<file path="config.mk">
export PLATFORM = sky130hd
export DESIGN_NAME = dct_timer
export DESIGN_NICKNAME = d
export VERILOG_FILES = /design/src/dct_pkg.sv /design/src/dct_timer.sv
export SDC_FILE = /design/constraint.sdc
export NUM_CORES = 1
export LEC_CHECK = 0
export BUFFER_PORTS_ARGS = -buffer_cell sky130_fd_sc_hd__buf_2
export CORE_MARGIN = 3
export CORE_UTILIZATION = 35
export DETAILED_ROUTE_END_ITERATION = 6
export PLACE_DENSITY_LB_ADDON = 0.12
export SETUP_SLACK_MARGIN = 0.4
export SYNTH_ARGS = -nofsm -noshare
export SYNTH_HDL_FRONTEND = slang
export SYNTH_SLANG_ARGS = --single-unit
</file>
<file path="constraint.sdc">
create_clock -name clk_in -period 3.4 [get_ports clk_in]
set_input_delay 0.34 -clock clk_in [delete_from_list [all_inputs] [get_ports clk_in]]
set_output_delay 0.34 -clock clk_in [all_outputs]
set_load 0.01 [all_outputs]
</file>
<file path="src/dct_pkg.sv">
// Constants and types for one down-counting timer channel.
// Assumes a single clock domain and a plain register port with 16-bit data.
package dct_pkg;

  // Register addresses on the register port
  localparam logic [15:0] ADDR_CLK_SEL  = 16'h4220;
  localparam logic [15:0] ADDR_RELOAD   = 16'h4222;
  localparam logic [15:0] ADDR_COUNTER  = 16'h4224;
  localparam logic [15:0] ADDR_CONTROL  = 16'h4226;
  localparam logic [15:0] ADDR_IRQ_CTRL = 16'h4228;

  // Control register fields
  localparam int CTL_RUN_BIT      = 0;
  localparam int CTL_PRESET_BIT   = 1;
  localparam int CTL_MODE_BIT     = 4;
  localparam int CTL_SRC_LSB      = 8;
  localparam int CTL_POL_BIT      = 10;
  // Clock select field
  localparam int CLK_SEL_LSB      = 0;
  // Interrupt register fields
  localparam int IRQ_FLAG_BIT     = 0;
  localparam int IRQ_EN_BIT       = 1;
  localparam int IRQ_LVL_LSB      = 4;

  // Reset values
  localparam logic [15:0] RELOAD_RST  = 16'h0000;
  localparam logic [3:0]  CLK_SEL_RST = 4'h0;
  localparam logic        POL_RST     = 1'b1;
  localparam logic [2:0]  IRQ_LVL_RST = 3'h0;

  // Divider select code that has no prescaler tap
  localparam logic [3:0]  CLK_SEL_RESERVED = 4'hf;
  localparam int          PSC_TAPS         = 15;

  // Vector numbering of the timer interrupts
  localparam logic [7:0]  VECTOR_BASE      = 8'h0d;
  localparam logic [15:0] VECTOR_ADDR_BASE = 16'h8034;
  localparam logic [15:0] VECTOR_ADDR_STEP = 16'h0004;

  // Channel that feeds each serial interface
  localparam int SPI_CHANNEL = 1;
  localparam int I2C_CHANNEL = 2;

  typedef enum logic [1:0] {
    DCT_SRC_INTERNAL = 2'b00,
    DCT_SRC_EXTERNAL = 2'b01,
    DCT_SRC_PULSE    = 2'b10,
    DCT_SRC_RESERVED = 2'b11
  } dct_src_t;

  typedef struct packed {
    logic     polarity;
    dct_src_t source;
    logic     one_shot;
    logic     run;
  } dct_ctl_t;

endpackage

</file>
<file path="src/dct_timer.sv">
// One channel of a 16-bit reloadable down-counting timer with register port.
// Assumes prescaler tick enables on clk_in, an asynchronous external pin, and
// an interrupt controller that arbitrates channels by level outside.
`timescale 1ns/1ns
module dct_timer #(
  parameter int CHANNEL = 0
) (
  input  wire logic                           clk_in,
  input  wire logic                           rst_in,
  input  wire logic [15:0]                    addr_in,
  input  wire logic [15:0]                    wr_data_in,
  input  wire logic                           wr_in,
  input  wire logic                           rd_in,
  output logic      [15:0]                    rd_data_out,
  input  wire logic [dct_pkg::PSC_TAPS-1:0]   psc_tick_in,
  input  wire logic                           ext_count_input_in,
  output logic                                underflow_out,
  output logic                                spi_clk_src_out,
  output logic                                i2c_clk_src_out,
  output logic                                irq_req_out,
  output logic      [2:0]                     irq_level_out,
  output logic      [7:0]                     irq_vector_out,
  output logic      [15:0]                    irq_vector_addr_out
);

  logic [15:0]        reload_field;
  logic [15:0]        counter;
  logic [3:0]         clock_divider_sel;
  dct_pkg::dct_ctl_t  ctl;
  logic               timer0_irq_flag;
  logic               timer0_irq_enable;
  logic [2:0]         timer0_irq_level;
  logic               ext_meta;
  logic               ext_sync;
  logic               ext_prev;
  logic               psc_tick;
  logic               in_active;
  logic               edge_hit;
  logic               count_tick;
  logic               uf_event;
  logic               wr_ctl;
  logic               wr_irq;
  logic               counter_preset_trigger;
  logic [15:0]        next_rd_data;

  assign wr_ctl = wr_in && (addr_in == dct_pkg::ADDR_CONTROL);
  assign wr_irq = wr_in && (addr_in == dct_pkg::ADDR_IRQ_CTRL);
  // Strobe exists only in the write cycle, nothing is stored
  assign counter_preset_trigger = wr_ctl && wr_data_in[dct_pkg::CTL_PRESET_BIT];

  // Two flops before any edge or level logic looks at the pin
  always_ff @(posedge clk_in or posedge rst_in)
  begin
    if (rst_in)
    begin
      ext_meta <= 1'b0;
      ext_sync <= 1'b0;
      ext_prev <= 1'b0;
    end
    else
    begin
      ext_meta <= ext_count_input_in;
      ext_sync <= ext_meta;
      ext_prev <= ext_sync;
    end
  end

  // Code 15 selects no tap, so the prescaler tick stays low
  always_comb
  begin
    psc_tick = 1'b0;
    if (clock_divider_sel != dct_pkg::CLK_SEL_RESERVED)
      psc_tick = psc_tick_in[clock_divider_sel];
  end

  assign in_active = ctl.polarity ? ext_sync : ~ext_sync;
  assign edge_hit  = ctl.polarity ? (ext_sync & ~ext_prev) : (~ext_sync & ext_prev);

  always_comb
  begin
    count_tick = 1'b0;
    unique case (ctl.source)
      dct_pkg::DCT_SRC_INTERNAL: count_tick = psc_tick;
      dct_pkg::DCT_SRC_EXTERNAL: count_tick = edge_hit;
      dct_pkg::DCT_SRC_PULSE:    count_tick = psc_tick & in_active;
      dct_pkg::DCT_SRC_RESERVED: count_tick = 1'b0;
    endcase
    count_tick = count_tick & ctl.run;
  end

  // Zero then one more tick: reload+1 ticks per period
  assign uf_event = count_tick && (counter == 16'h0000);

  always_ff @(posedge clk_in or posedge rst_in)
  begin
    if (rst_in)
      reload_field <= dct_pkg::RELOAD_RST;
    else if (wr_in && addr_in == dct_pkg::ADDR_RELOAD)
      reload_field <= wr_data_in;
  end

  always_ff @(posedge clk_in or posedge rst_in)
  begin
    if (rst_in)
      clock_divider_sel <= dct_pkg::CLK_SEL_RST;
    else if (wr_in && addr_in == dct_pkg::ADDR_CLK_SEL)
      clock_divider_sel <= wr_data_in[dct_pkg::CLK_SEL_LSB +: 4];
  end

  // Counter: preset wins over a tick in the same cycle
  always_ff @(posedge clk_in or posedge rst_in)
  begin
    if (rst_in)
      counter <= dct_pkg::RELOAD_RST;
    else if (counter_preset_trigger)
      counter <= reload_field;
    else if (uf_event)
      counter <= reload_field;
    else if (count_tick)
      counter <= counter - 16'h0001;
  end

  // Software write of the control word beats an auto-stop in the same cycle
  always_ff @(posedge clk_in or posedge rst_in)
  begin
    if (rst_in)
    begin
      ctl.polarity <= dct_pkg::POL_RST;
      ctl.source   <= dct_pkg::DCT_SRC_INTERNAL;
      ctl.one_shot <= 1'b0;
      ctl.run      <= 1'b0;
    end
    else if (wr_ctl)
    begin
      ctl.polarity <= wr_data_in[dct_pkg::CTL_POL_BIT];
      ctl.source   <= dct_pkg::dct_src_t'(wr_data_in[dct_pkg::CTL_SRC_LSB +: 2]);
      ctl.one_shot <= wr_data_in[dct_pkg::CTL_MODE_BIT];
      ctl.run      <= wr_data_in[dct_pkg::CTL_RUN_BIT];
    end
    else if (uf_event && ctl.one_shot)
    begin
      ctl.run <= 1'b0;
    end
  end

  // Flag: set by underflow wins over a write-one clear
  always_ff @(posedge clk_in or posedge rst_in)
  begin
    if (rst_in)
      timer0_irq_flag <= 1'b0;
    else if (uf_event)
      timer0_irq_flag <= 1'b1;
    else if (wr_irq && wr_data_in[dct_pkg::IRQ_FLAG_BIT])
      timer0_irq_flag <= 1'b0;
  end

  always_ff @(posedge clk_in or posedge rst_in)
  begin
    if (rst_in)
    begin
      timer0_irq_enable <= 1'b0;
      timer0_irq_level  <= dct_pkg::IRQ_LVL_RST;
    end
    else if (wr_irq)
    begin
      timer0_irq_enable <= wr_data_in[dct_pkg::IRQ_EN_BIT];
      timer0_irq_level  <= wr_data_in[dct_pkg::IRQ_LVL_LSB +: 3];
    end
  end

  // Outputs, all registered
  always_ff @(posedge clk_in or posedge rst_in)
  begin
    if (rst_in)
    begin
      underflow_out   <= 1'b0;
      spi_clk_src_out <= 1'b0;
      i2c_clk_src_out <= 1'b0;
      irq_req_out     <= 1'b0;
      irq_level_out   <= dct_pkg::IRQ_LVL_RST;
    end
    else
    begin
      underflow_out   <= uf_event;
      spi_clk_src_out <= (CHANNEL == dct_pkg::SPI_CHANNEL) && uf_event;
      i2c_clk_src_out <= (CHANNEL == dct_pkg::I2C_CHANNEL) && uf_event;
      irq_req_out     <= (timer0_irq_flag || uf_event) && timer0_irq_enable;
      irq_level_out   <= timer0_irq_level;
    end
  end

  // Per-channel vector; arbitration between channels sits in the controller
  always_ff @(posedge clk_in or posedge rst_in)
  begin
    if (rst_in)
    begin
      irq_vector_out      <= 8'h00;
      irq_vector_addr_out <= 16'h0000;
    end
    else
    begin
      irq_vector_out      <= dct_pkg::VECTOR_BASE + 8'(CHANNEL);
      irq_vector_addr_out <= dct_pkg::VECTOR_ADDR_BASE
                             + 16'(CHANNEL) * dct_pkg::VECTOR_ADDR_STEP;
    end
  end

  // Read mux; reserved bits and unmapped addresses read zero
  always_comb
  begin
    next_rd_data = 16'h0000;
    unique case (addr_in)
      dct_pkg::ADDR_CLK_SEL:  next_rd_data[dct_pkg::CLK_SEL_LSB +: 4] = clock_divider_sel;
      dct_pkg::ADDR_RELOAD:   next_rd_data = reload_field;
      dct_pkg::ADDR_COUNTER:  next_rd_data = counter;
      dct_pkg::ADDR_CONTROL:
      begin
        next_rd_data[dct_pkg::CTL_RUN_BIT]       = ctl.run;
        next_rd_data[dct_pkg::CTL_MODE_BIT]      = ctl.one_shot;
        next_rd_data[dct_pkg::CTL_SRC_LSB +: 2]  = ctl.source;
        next_rd_data[dct_pkg::CTL_POL_BIT]       = ctl.polarity;
      end
      dct_pkg::ADDR_IRQ_CTRL:
      begin
        next_rd_data[dct_pkg::IRQ_FLAG_BIT]      = timer0_irq_flag;
        next_rd_data[dct_pkg::IRQ_EN_BIT]        = timer0_irq_enable;
        next_rd_data[dct_pkg::IRQ_LVL_LSB +: 3]  = timer0_irq_level;
      end
      default:                next_rd_data = 16'h0000;
    endcase
  end

  always_ff @(posedge clk_in or posedge rst_in)
  begin
    if (rst_in)
      rd_data_out <= 16'h0000;
    else if (rd_in)
      rd_data_out <= next_rd_data;
    else
      rd_data_out <= 16'h0000;
  end

  // Checks
  property p_pulse_hold;
    @(posedge clk_in) disable iff (rst_in)
    (ctl.source == dct_pkg::DCT_SRC_PULSE && !in_active && !counter_preset_trigger)
      |=> (counter == $past(counter));
  endproperty
  a_pulse_hold: assert property (p_pulse_hold)
    else $error("counter moved while pulse input inactive");

  property p_pulse_polarity;
    @(posedge clk_in) disable iff (rst_in)
    (ctl.source == dct_pkg::DCT_SRC_PULSE && ctl.run && psc_tick && counter != 16'h0000
     && (ctl.polarity == ext_sync) && !counter_preset_trigger)
      |=> (counter == $past(counter) - 16'h0001);
  endproperty
  a_pulse_polarity: assert property (p_pulse_polarity)
    else $error("pulse mode missed a tick at active level");

  property p_repeat_keeps_running;
    @(posedge clk_in) disable iff (rst_in)
    (uf_event && !ctl.one_shot && !wr_ctl) |=> ctl.run;
  endproperty
  a_repeat_keeps_running: assert property (p_repeat_keeps_running)
    else $error("repeat mode stopped on underflow");

  property p_one_shot_stops;
    @(posedge clk_in) disable iff (rst_in)
    (uf_event && ctl.one_shot && !wr_ctl) |=> (!ctl.run && counter == $past(reload_field));
  endproperty
  a_one_shot_stops: assert property (p_one_shot_stops)
    else $error("one-shot did not reload and stop");

  property p_underflow_reload;
    @(posedge clk_in) disable iff (rst_in)
    (uf_event && !counter_preset_trigger)
      |=> (counter == $past(reload_field)) && underflow_out && timer0_irq_flag;
  endproperty
  a_underflow_reload: assert property (p_underflow_reload)
    else $error("underflow without reload, pulse or flag");

  property p_preset_loads;
    @(posedge clk_in) disable iff (rst_in)
    counter_preset_trigger |=> (counter == $past(reload_field));
  endproperty
  a_preset_loads: assert property (p_preset_loads)
    else $error("preset did not load reload value");

  property p_stopped_holds;
    @(posedge clk_in) disable iff (rst_in)
    (!ctl.run && !counter_preset_trigger) |=> $stable(counter);
  endproperty
  a_stopped_holds: assert property (p_stopped_holds)
    else $error("counter changed while stopped");

  property p_irq_needs_enable;
    @(posedge clk_in) disable iff (rst_in)
    (!timer0_irq_enable)[*2] |-> !irq_req_out;
  endproperty
  a_irq_needs_enable: assert property (p_irq_needs_enable)
    else $error("interrupt request with enable clear");

  property p_irq_follows_underflow;
    @(posedge clk_in) disable iff (rst_in)
    (uf_event && timer0_irq_enable && !wr_irq) |=> irq_req_out && underflow_out;
  endproperty
  a_irq_follows_underflow: assert property (p_irq_follows_underflow)
    else $error("underflow did not raise request");

  property p_preset_reads_zero;
    @(posedge clk_in) disable iff (rst_in)
    (rd_in && addr_in == dct_pkg::ADDR_CONTROL) |=> !rd_data_out[dct_pkg::CTL_PRESET_BIT];
  endproperty
  a_preset_reads_zero: assert property (p_preset_reads_zero)
    else $error("preset bit read back as one");

  property p_ext_edge_counts;
    @(posedge clk_in) disable iff (rst_in)
    (ctl.source == dct_pkg::DCT_SRC_EXTERNAL && ctl.run && ctl.polarity
     && ext_sync && !ext_prev && counter != 16'h0000 && !counter_preset_trigger)
      |=> (counter == $past(counter) - 16'h0001);
  endproperty
  a_ext_edge_counts: assert property (p_ext_edge_counts)
    else $error("rising edge not counted in external mode");

  property p_uf_single;
    @(posedge clk_in) disable iff (rst_in)
    // Reload of zero legally underflows on every tick
    (uf_event && reload_field != 16'h0000) |=> !uf_event;
  endproperty
  a_uf_single: assert property (p_uf_single)
    else $error("underflow on two adjacent cycles");

endmodule

</file>
==> results of run 1 <==
## state kept, by name, summed over array words and instances (netlist names)
signal	count
counter	16
rd_data_out	16
reload_field	16
ctl	5
clock_divider_sel	4
irq_level_out	3
timer0_irq_level	3
ext_meta	1
ext_prev	1
ext_sync	1
irq_req_out	1
irq_vector_out	1
timer0_irq_enable	1
timer0_irq_flag	1
underflow_out	1
## layer usage
metal / track usage, % / wire length (um) / vias to the layer above
li1: - / - / 1426
met1: 22.5 / 4600 / 1499
met2: 26.5 / 4780 / 95
met3: 3.95 / 501 / 10
met4: 4.84 / 121 / 0
met5: 0 / 0 / -
## metrics by stage
stage / power [mW] / util (%) / hold WS, ns / worst slack [ns] / std cells
after detailed placement: 0.961 / 40.4 / 0.336 / 0.427 / 559
after global placement: 0.961 / 40.4 / 0.333 / 0.520 / 559
after floorplan: 0.934 / - / 0.331 / 0.694 / 381
after global routing: 1.86 / 42.8 / 0.0618 / 0.403 / 575
final: 1.78 / 42.8 / 0.0922 / 0.577 / 575
after CTS: 1.82 / 42.7 / 0.0648 / 0.436 / 575
## area by class of cell
class | count | share of cell area, %
multi-input combinational | 250 | 39.5
inverter | 15 | 1.26
clock buffer | 11 | 3.16
clock inverter | 5 | 2.38
timing repair buffer | 87 | 10.2
sequential | 71 | 39.7
tap | 136 | 3.80
## cell usage after synthesis (9+ instances only)
library cell	instances	area (um^2)
dfrtp_1	70	1750
clkbuf_1	12	45.0
nor2b_1	13	81.3
a22oi_1	9	67.6
mux2i_1	13	130
nor2_1	22	82.6
o21ai_0	13	65.1
inv_1	15	56.3
nand2_1	23	86.3
mux2_2	23	259
buf_4	25	188
## critical path: cells and delay by family (launching register included)
family | cells | cell delay (ns)
AO/OA/AOI/OAI | 1 | 0.31
flip-flops | 1 | 0.44
buffers and inverters | 1 | 0.08
AND/OR/NAND/NOR | 5 | 1.68
adder cells (fa/ha/maj) | 1 | 0.19
## worst max path at each step
stage | start | end | slack, ns | depth (start not counted)
floorplan | counter[0] | counter[7] | 0.69 | 10
global placement | clock_divider_sel[0] | counter[7] | 0.52 | 7
detailed placement | clock_divider_sel[0] | counter[7] | 0.43 | 7
CTS | clock_divider_sel[0] | counter[7] | 0.44 | 7
global route | counter[0] | counter[12] | 0.40 | 8
finish | counter[0] | counter[12] | 0.58 | 8
## power by group through the flow
stage / combinational, mW / clock [mW] / sequential, mW
finish: 0.0943 / 0.839 / 0.849
global route: 0.106 / 0.900 / 0.849
CTS: 0.0961 / 0.870 / 0.849
detailed placement: 0.0957 / 0 / 0.866
global placement: 0.0954 / 0 / 0.866
floorplan: 0.0683 / 0 / 0.866
## logic make-up (layout without fill, tap and decap cells)
logic type | after synthesis | count (layout) | share of synthesized area, %
fa+ha+maj | 1 | 1 | 0.328
xor+xnor | 1 | 1 | 0.230
mux | 38 | 38 | 11.4
buf+inv | 60 | 118 | 8.92
simple gates | 113 | 113 | 16.4
compound gates | 77 | 77 | 15.9
other cells | 2 | 20 | 0.197
flops | 71 | 71 | 46.6
==> results.md, run 1 <==
* Commonest non-fill, non-tap cell in the layout: buf_2
* Row Count at 37
* Crit path largest cell delay at approximately 0.56 ns
* Final period util at between 80% and 90%
* Total number of vias at about 3000
* DP HPWL at 7250 um
* Final WL at around 10000 um
* Initial antenna violation count at 0
* Sw frac at a little over a fifth
* Ys Warns at 0
* Global-route wire length before repair at between 15000 and 20000 um
* Share of layout cells above drive strength 1 at 32.8%
* Area of the multi-input gates at approximately 0.0018 mm^2
* Synthesis-to-layout area growth at 17.3%
* Max Fclk at roughly 350 MHz
* RSZ-0062 raised after global routing: false
* Dpl cell area at between 0.004 and 0.005 mm^2
* Power Density at around 400 mW/mm^2
* Setup TNS at 0 ns
* Cell Area, Synth at between 0.003 and 0.004 mm^2
* CTS hold repair buffers at 0
* R2R Path Start: counter[0]
* Max cap viols at 0
* Critical path, cell by cell: inv_1 > ha_1 > or4b_4 > or2_1 > or4_4 > nand2_1 > nor3_1 > a221o_1
* Core area at approximately 0.010 mm^2
* Hold path startpoint: ext_count_input_in
* Largest net degree at the start of global routing at a little over 70
* Fraction of registers with async set/reset at 100%
* Final net count at 487
* Hold path depth at 1
* Global Route Usage Sum at 16.6%
* Top fanout value on the critical path at 12
* Slew HR at about two fifths
* Internal at 1.39 mW
* Htree depth at 3
* Final period demand of the worst path at 2.82 ns
* R2R setup slack at around 0.58 ns
* Clock buffer depth at 2
* Final Setup Violations at 0
* Final hold vios at 0
* Worst Hold Path EP: ext_meta
* Clk Latency, worst-skew pair at 0.35 ns
* Worst Tran Pin Value at 0.899 ns
* Die H at 110 um
* Peak supply drop at between 0.00015 and 0.0002 V
* CTS root buffer: clkbuf_8
* Initial Utilization at about 36%
* Data arrival time of the critical path at slightly above 3 ns
* Design area at about 0.0045 mm^2
* Post-CTS sizing at 0
* Setup bufs post-CTS at 0
* WS Path Type: reg -> reg
* Diode count at 0
* WL/cell at 17.4 um
* Antenna-violating nets left at 0
* Seq/Total Area, Yosys at 46.6%
* Worst min path class: in -> reg
* P_sw at roughly 390 uW
* Avg Inst Size Synth at approximately 11 um^2
* GP Congestion at slightly below 0.8
* Vias in the first global route at around 3000
* WP data required at 3.63 ns
* Netlist cell types at 63
* Clock sinks at a little over 70
* Final Skew at slightly above 0.01 ns
* Die width at approximately 110 um
* CTS tree: built
* Starting DRC count in detailed routing at 145
* Reg2reg path depth at 8
* GRT overflow at 0
* Residual DRC at 0
* Gate Count Post-Synth at 363
* Status: finished, final reports clean
* CP max-delay cell: or4_4
* TritonCTS buffer count at 9
* Initial DRT Pass Iterations at 4
* R2R Path End: counter[12]
* Post-synth EDFFs at 0
* FF+latch area at about 0.0018 mm^2
* Via/cell ratio at approximately 5.3
* # IOs at between 90 and 100
* Port bufs at 79
* # fillers at 1061
* Die area at roughly 0.012 mm^2
* Leak Pwr at about 2.1 nW
* Worst setup SP type: register
* Post-synth top flop: dfrtp_1
* Clock share of power at 47.1%
* Comb power frac at about 5.3%
* Seq pwr share at between 40% and 50%
* CTS clk-pin slew, worst paths at around 0.080 ns
* Number of synthesized register bits at 71
* Slew Viols, Final at 0
* Setup crit end kind: register
* Most frequent cells in the layout: buf_2, dfrtp_1, mux2_2, nand2_1, nor2_1
No activity file was read; power rests on OpenSTA's default activity.
==> run 2, diff against run 1 <==
Clock period 3.4 ns to 2.3 ns, I/O delays scaled along.
==> run 2 against run 1 <==
Compared with the run above:
- the flow now finishes with violations (negative setup slack)
- combinational power up 68%
- first-iteration DRC count increased by 16%
- critical path depth is 1 higher
- largest power group unchanged
==> results.md, run 2 (synthesis results as in run 1) <==
* Initial Utilization at 36.5% (unchanged)
* Worst setup margin at -0.160 ns (-0.737 ns)
* R2R Path Start: counter[1]
* Via/cell ratio at 5.11 (-3.0%)
* Initial DRT Pass Iterations at 4 (unchanged)
* Worst setup SP type: register
* Row Count at 37 (unchanged)
* Layout Cells excl Fill at 635 (+10%)
* Power Density at 477 mW/mm^2 (+20%)
* TritonCTS buffer count at 9 (unchanged)
* Initial antenna violation count at 0 (unchanged)
* # IOs at 99 (unchanged)
* Top fanout value on the critical path at 6 (-6)
* Core area at 0.0105 mm^2 (unchanged)
* Most frequent cells in the layout: buf_2, dfrtp_1, buf_4, mux2_2
* Final WL at 11200 um (+12%)
* Vias in the first global route at 3453 (+14%)
* Final Skew at 0.00962 ns (-0.000568 ns)
* Final Setup Violations at 18 (+18)
* Global-route wire length before repair at 18300 um (+12%)
* Worst min path class: in -> reg
* Share of layout cells above drive strength 1 at 46.3% (+13 points)
* Global Route Usage Sum at 18.5% (+1.9 points)
* Largest net degree at the start of global routing at 72 (unchanged)
* Residual DRC at 0 (unchanged)
* CTS tree: built
* GP Congestion at 0.897 (+13%)
* Dpl cell area at 0.00464 mm^2 (+9.8%)
* Clk Latency, worst-skew pair at 0.35 ns (about the same)
* Max Fclk at 406 MHz (+15%)
* Hold path startpoint: wr_data_in[15]
* Largest regs: counter: 16 flops, rd_data_out: 16 flops, reload_field: 16 flops
* GRT overflow at 0 (unchanged)
* RSZ-0062 raised after global routing: true
* Final period demand of the worst path at 2.46 ns (-0.363 ns)
* Setup TNS at -1.87 ns (-1.87 ns)
* Htree depth at 3 (unchanged)
* Die H at 110 um (unchanged)
* DP HPWL at 8270 um (+14%)
* Clock sinks at 71 (unchanged)
* Slew HR at 65.2% (+25 points)
* CTS clk-pin slew, worst paths at 0.08 ns (about the same)
* Area of the multi-input gates at 0.00199 mm^2 (+12%)
* Starting DRC count in detailed routing at 168 (+16%)
* Antenna-violating nets left at 0 (unchanged)
* Critical Path Source: counter[1]
* WL/cell at 17.7 um (+1.5%)
* Synthesis-to-layout area growth at 35.5%
* Diode count at 0 (unchanged)
* WP data required at 2.54 ns (-1.09 ns)
* WS Path Type: reg -> reg
* Pre-CTS WS at -0.271 ns (-0.698 ns)
* Data arrival time of the critical path at 2.70 ns (-0.35 ns)
* Design area at 0.00517 mm^2 (+16%)
* Total number of vias at 3247 (+7.2%)
* Post-Place Cells at 606 (+8.4%)
* Slew Viols, Final at 0 (unchanged)
* Peak supply drop at 0.000254 V (+27%)
* Die width at 110 um (unchanged)
* # fillers at 999 (-5.8%)
* Worst Tran Pin Value at 0.520 ns (-0.379 ns)
* Commonest non-fill, non-tap cell in the layout: buf_2
* Final hold vios at 0 (unchanged)
* Max cap viols at 0 (unchanged)
* Final period util at 107% (+24 points)
* Final hold slack at 0.0834 ns (-0.00881 ns)
* Leak Pwr at 2.46 nW (+15%)
* CTS root buffer: clkbuf_8
* Die area at 0.0122 mm^2 (unchanged)
* Violated checks: negative setup slack
* Setup crit end kind: register
* Final net count at 547 (+12%)
* Clock buffer depth at 2 (unchanged)
* Port bufs at 79 (unchanged)
* FF+latch area at 0.00178 mm^2 (unchanged)
* Status: complete, but fails checks
## run 2: cell count changes in the layout (fill, tap and decap cells not counted), moves of 3 or more
cell and delta:
nand2_1 -3, a211oi_1 -3, or4_4 +3, buf_4 +42
a221oi_2 +5, buf_6 +12, nor4_2 +3, a221oi_1 -5
nor4_1 -3
## run 2: per-layer routing
| metal | vias to the layer above | wire length [um] | global-route usage (%) |
|---|---|---|---|
| li1 | 1548 | - | - |
| met1 | 1615 | 4940 | 24.1 |
| met2 | 76 | 5710 | 31.8 |
| met3 | 8 | 469 | 3.89 |
| met4 | 0 | 99 | 3.78 |
| met5 | - | 0 | 0 |
## run 2: worst max-delay path, cell delays in order (launching register included)
cell and delay [ns]:
dfrtp_1 0.38, inv_1 0.06, ha_2 0.17, or4b_4 0.46, or2_4 0.27, or4_4 0.52, nand2_4 0.11, nor4_2 0.06
buf_4 0.13, a211o_1 0.21
## run 2: where the power goes
| part | total, mW | switching [mW] | internal (mW) | leakage [nW] |
|---|---|---|---|---|
| sequential | 1.25 | 0.00307 | 1.25 | 0.927 |
| clock | 1.05 | 0.490 | 0.565 | 0.0992 |
| combinational | 0.158 | 0.0931 | 0.0647 | 1.43 |
| total | 2.47 | 0.586 | 1.88 | 2.46 |
## run 2: area by class of cell
cell class              instances  share of cell area, %
clock buffers                  12                   3.00
clock inverters                 4                   1.04
inverters                      15                   1.16
multi-input cells             252                   38.4
flip-flops and latches         71                   34.4
well taps                     136                   3.29
repair buffers                145                   18.7
## run 2: per-stage QoR
step                util (%)  total power, mW
floorplan                  -             1.38
global placement        44.3             1.43
detailed placement      44.3             1.43
CTS                     48.3             2.51
global route            49.4             2.57
finish                  49.4             2.47
## run 2: path summary, 6_finish.rpt
| check | end | cells after the start | slack, ns |
|---|---|---|---|
| setup / recovery | counter[13] | 9 | -0.16 |
| hold / removal | reload_field[15] | 3 | 0.08 |
| setup reg to reg | counter[13] | 9 | -0.16 |
| hold reg to reg | ext_sync | 0 | 0.35 |
| max in group asynchronous | ctl[4] | 4 | 1.43 |
| min in group asynchronous | clock_divider_sel[0] | 4 | 0.52 |
## run 2: timing repair
item,4_1_cts,5_1_grt
hold buffers,2,0
setup endpoints to repair,20,20
gates cloned,2,0
gates resized for setup,29,20
pin swaps,17,7
endpoints found under the hold margin,55,0
setup buffers,6,3
==> run 3, diff against run 2 <==
Settings changed: REMOVE_ABC_BUFFERS from default to 1.
==> run 3 against run 2 <==
Compared with the run above:
- the run still ends with negative setup slack left
- clock power fell by 17%
- setup slack improved by 0.021 ns
- first-iteration DRC count rose by 2.4%
- sequential share of layout area rose by 1.9 points
- routed wire length fell by 8.1%
- via count fell by 2.2%
- critical endpoint is now counter[7]
- highest routed layer unchanged
==> results.md, run 3 (synthesis results as in run 1) <==
* CTS root buffer: clkbuf_8
* Final WL at 10300 um (-8.1%)
* Final period util at 106% (-0.92 points)
* Dpl cell area at 0.00460 mm^2 (-0.92%)
* Data arrival time of the critical path at 2.68 ns (-0.02 ns)
* CTS tree: built
* # fillers at 1033 (+3.4%)
* Pre-CTS WS at -0.292 ns (-0.0213 ns)
* Setup TNS at -1.14 ns (+0.728 ns)
* Port bufs at 79 (unchanged)
* Clock sinks at 71 (unchanged)
* Clk Latency, worst-skew pair at 0.35 ns (about the same)
* Top fanout value on the critical path at 6 (unchanged)
* GP Congestion at 0.904 (+0.72%)
* Buf+Inv Stages, Crit Path at 1 (-1)
* Status: complete, but fails checks
* Fin util at 46.9% (-2.5 points)
* Most frequent cells in the layout: buf_2, dfrtp_1, buf_4, mux2_2, nand2_1
* Max cap viols at 0 (unchanged)
* Final Setup Violations at 17 (-1)
* Final hold vios at 0 (unchanged)
* Worst Tran Pin Value at 0.506 ns (-0.0142 ns)
* Vias in the first global route at 3443 (-0.29%)
* Global Route Usage Sum at 17.5% (-0.98 points)
* Slew Viols, Final at 0 (unchanged)
* Largest regs: counter: 16 flops, rd_data_out: 16 flops, reload_field: 16 flops
* Final net count at 541 (-1.1%)
* Initial Utilization at 36.5% (unchanged)
* Setup crit end kind: register
* Residual DRC at 0 (unchanged)
* Worst setup margin at -0.139 ns (+0.0212 ns)
* WP data required at 2.54 ns (about the same)
* Leak Pwr at 2.40 nW (-2.4%)
* Max Fclk at 410 MHz (+0.87%)
* Final period demand of the worst path at 2.44 ns (-0.0212 ns)
* Die area at 0.0122 mm^2 (unchanged)
* Diode count at 0 (unchanged)
* TritonCTS buffer count at 9 (unchanged)
* Die width at 110 um (unchanged)
* Core area at 0.0105 mm^2 (unchanged)
* Critical path, cell by cell: inv_1 > ha_1 > or4b_4 > or2_4 > or4_4 > o31ai_4 > a211oi_2 > a2111o_1
* GRT overflow at 0 (unchanged)
* Htree depth at 3 (unchanged)
* RSZ-0062 raised after global routing: true
* CP top delay family: simple AND/OR/NAND/NOR gates
* Area of the multi-input gates at 0.00185 mm^2 (-6.9%)
* Final hold slack at 0.0837 ns (+0.000281 ns)
* Post-Place Cells at 607 (+0.17%)
* Power Density at 465 mW/mm^2 (-2.6%)
* Worst setup SP type: register
* Total power at 2.28 mW (-7.5%)
* WL/cell at 16.4 um (-7.1%)
* # IOs at 99 (unchanged)
* DP HPWL at 7890 um (-4.6%)
* Synthesis-to-layout area growth at 28.6%
* Row Count at 37 (unchanged)
* Largest net degree at the start of global routing at 42 (-42%)
* Antenna-violating nets left at 0 (unchanged)
* FF+latch area at 0.00178 mm^2 (about the same)
* Global-route wire length before repair at 17300 um (-5.2%)
* Layout Cells excl Fill at 628 (-1.1%)
* Final Skew at 0.00840 ns (-0.00123 ns)
* Design area at 0.00491 mm^2 (-5.1%)
* Via/cell ratio at 5.06 (-1.1%)
* Commonest non-fill, non-tap cell in the layout: buf_2
* Die H at 110 um (unchanged)
* Worst min path class: in -> reg
* Crit path largest cell delay at 0.49 ns (-0.03 ns)
* Peak supply drop at 0.000284 V (+12%)
* CP max-delay cell: or4_4
* WS Path Type: reg -> reg
* Slew HR at 66.2% (+0.95 points)
* Total number of vias at 3177 (-2.2%)
* Clock buffer depth at 2 (unchanged)
* CTS clk-pin slew, worst paths at 0.08 ns (about the same)
* Initial antenna violation count at 0 (unchanged)
* Violated checks: negative setup slack
* Share of layout cells above drive strength 1 at 42.7% (-3.6 points)
* Starting DRC count in detailed routing at 172 (+2.4%)
* Initial DRT Pass Iterations at 4 (unchanged)
[run 3: layer usage]
metal  vias to the layer above  share of wire [%]  global-route usage (%)
met5                         -                  0                       0
met1                      1551                 44                    22.4
met3                         9                5.7                    4.33
li1                       1535                  -                       -
met4                         0                1.2                    4.68
met2                        82                 49                    29.6
[run 3: report_power, final]
part	leakage, nW	total, mW	internal [mW]	switching, mW
logic	1.39	0.154	0.0651	0.0886
clock network	0.0850	0.873	0.409	0.463
registers	0.925	1.25	1.25	0.00280
[run 3: path summary, 6_finish.rpt]
path | from | end | slack (ns) | depth (start not counted)
setup / recovery | counter[0] | counter[7] | -0.14 | 8
hold / removal | wr_data_in[11] | reload_field[11] | 0.08 | 3
setup reg to reg | counter[0] | counter[7] | -0.14 | 8
hold reg to reg | ext_meta | ext_sync | 0.35 | 0
max in group asynchronous | rst_in | counter[8] | 1.38 | 4
min in group asynchronous | rst_in | counter[4] | 0.35 | 3
[run 3: worst reg2reg max path: stages, from the launching register on]
cell and delay (ns):
dfrtp_1 0.38, inv_1 0.06, ha_1 0.15, or4b_4 0.46
or2_4 0.25, or4_4 0.49, o31ai_4 0.09, a211oi_2 0.09
a2111o_1 0.35
[run 3: timing repair]
action / in CTS / in global routing
gates cloned: 1 / 0
pin swaps: 6 / 0
resized for setup: 21 / 5
buffers inserted: 3 / 0
endpoints found under the setup margin: 20 / 20
hold endpoints to repair: 9 / 0
hold buffers: 2 / 0
[run 3: layout make-up]
cell class                 instances  share of cell area [%]
multi-input combinational        251                    37.7
sequential                        71                    36.3
timing repair buffer             140                    18.1
tap                              136                    3.47
clock buffer                      11                    2.88
inverter                          15                    1.15
clock inverter                     4                   0.459
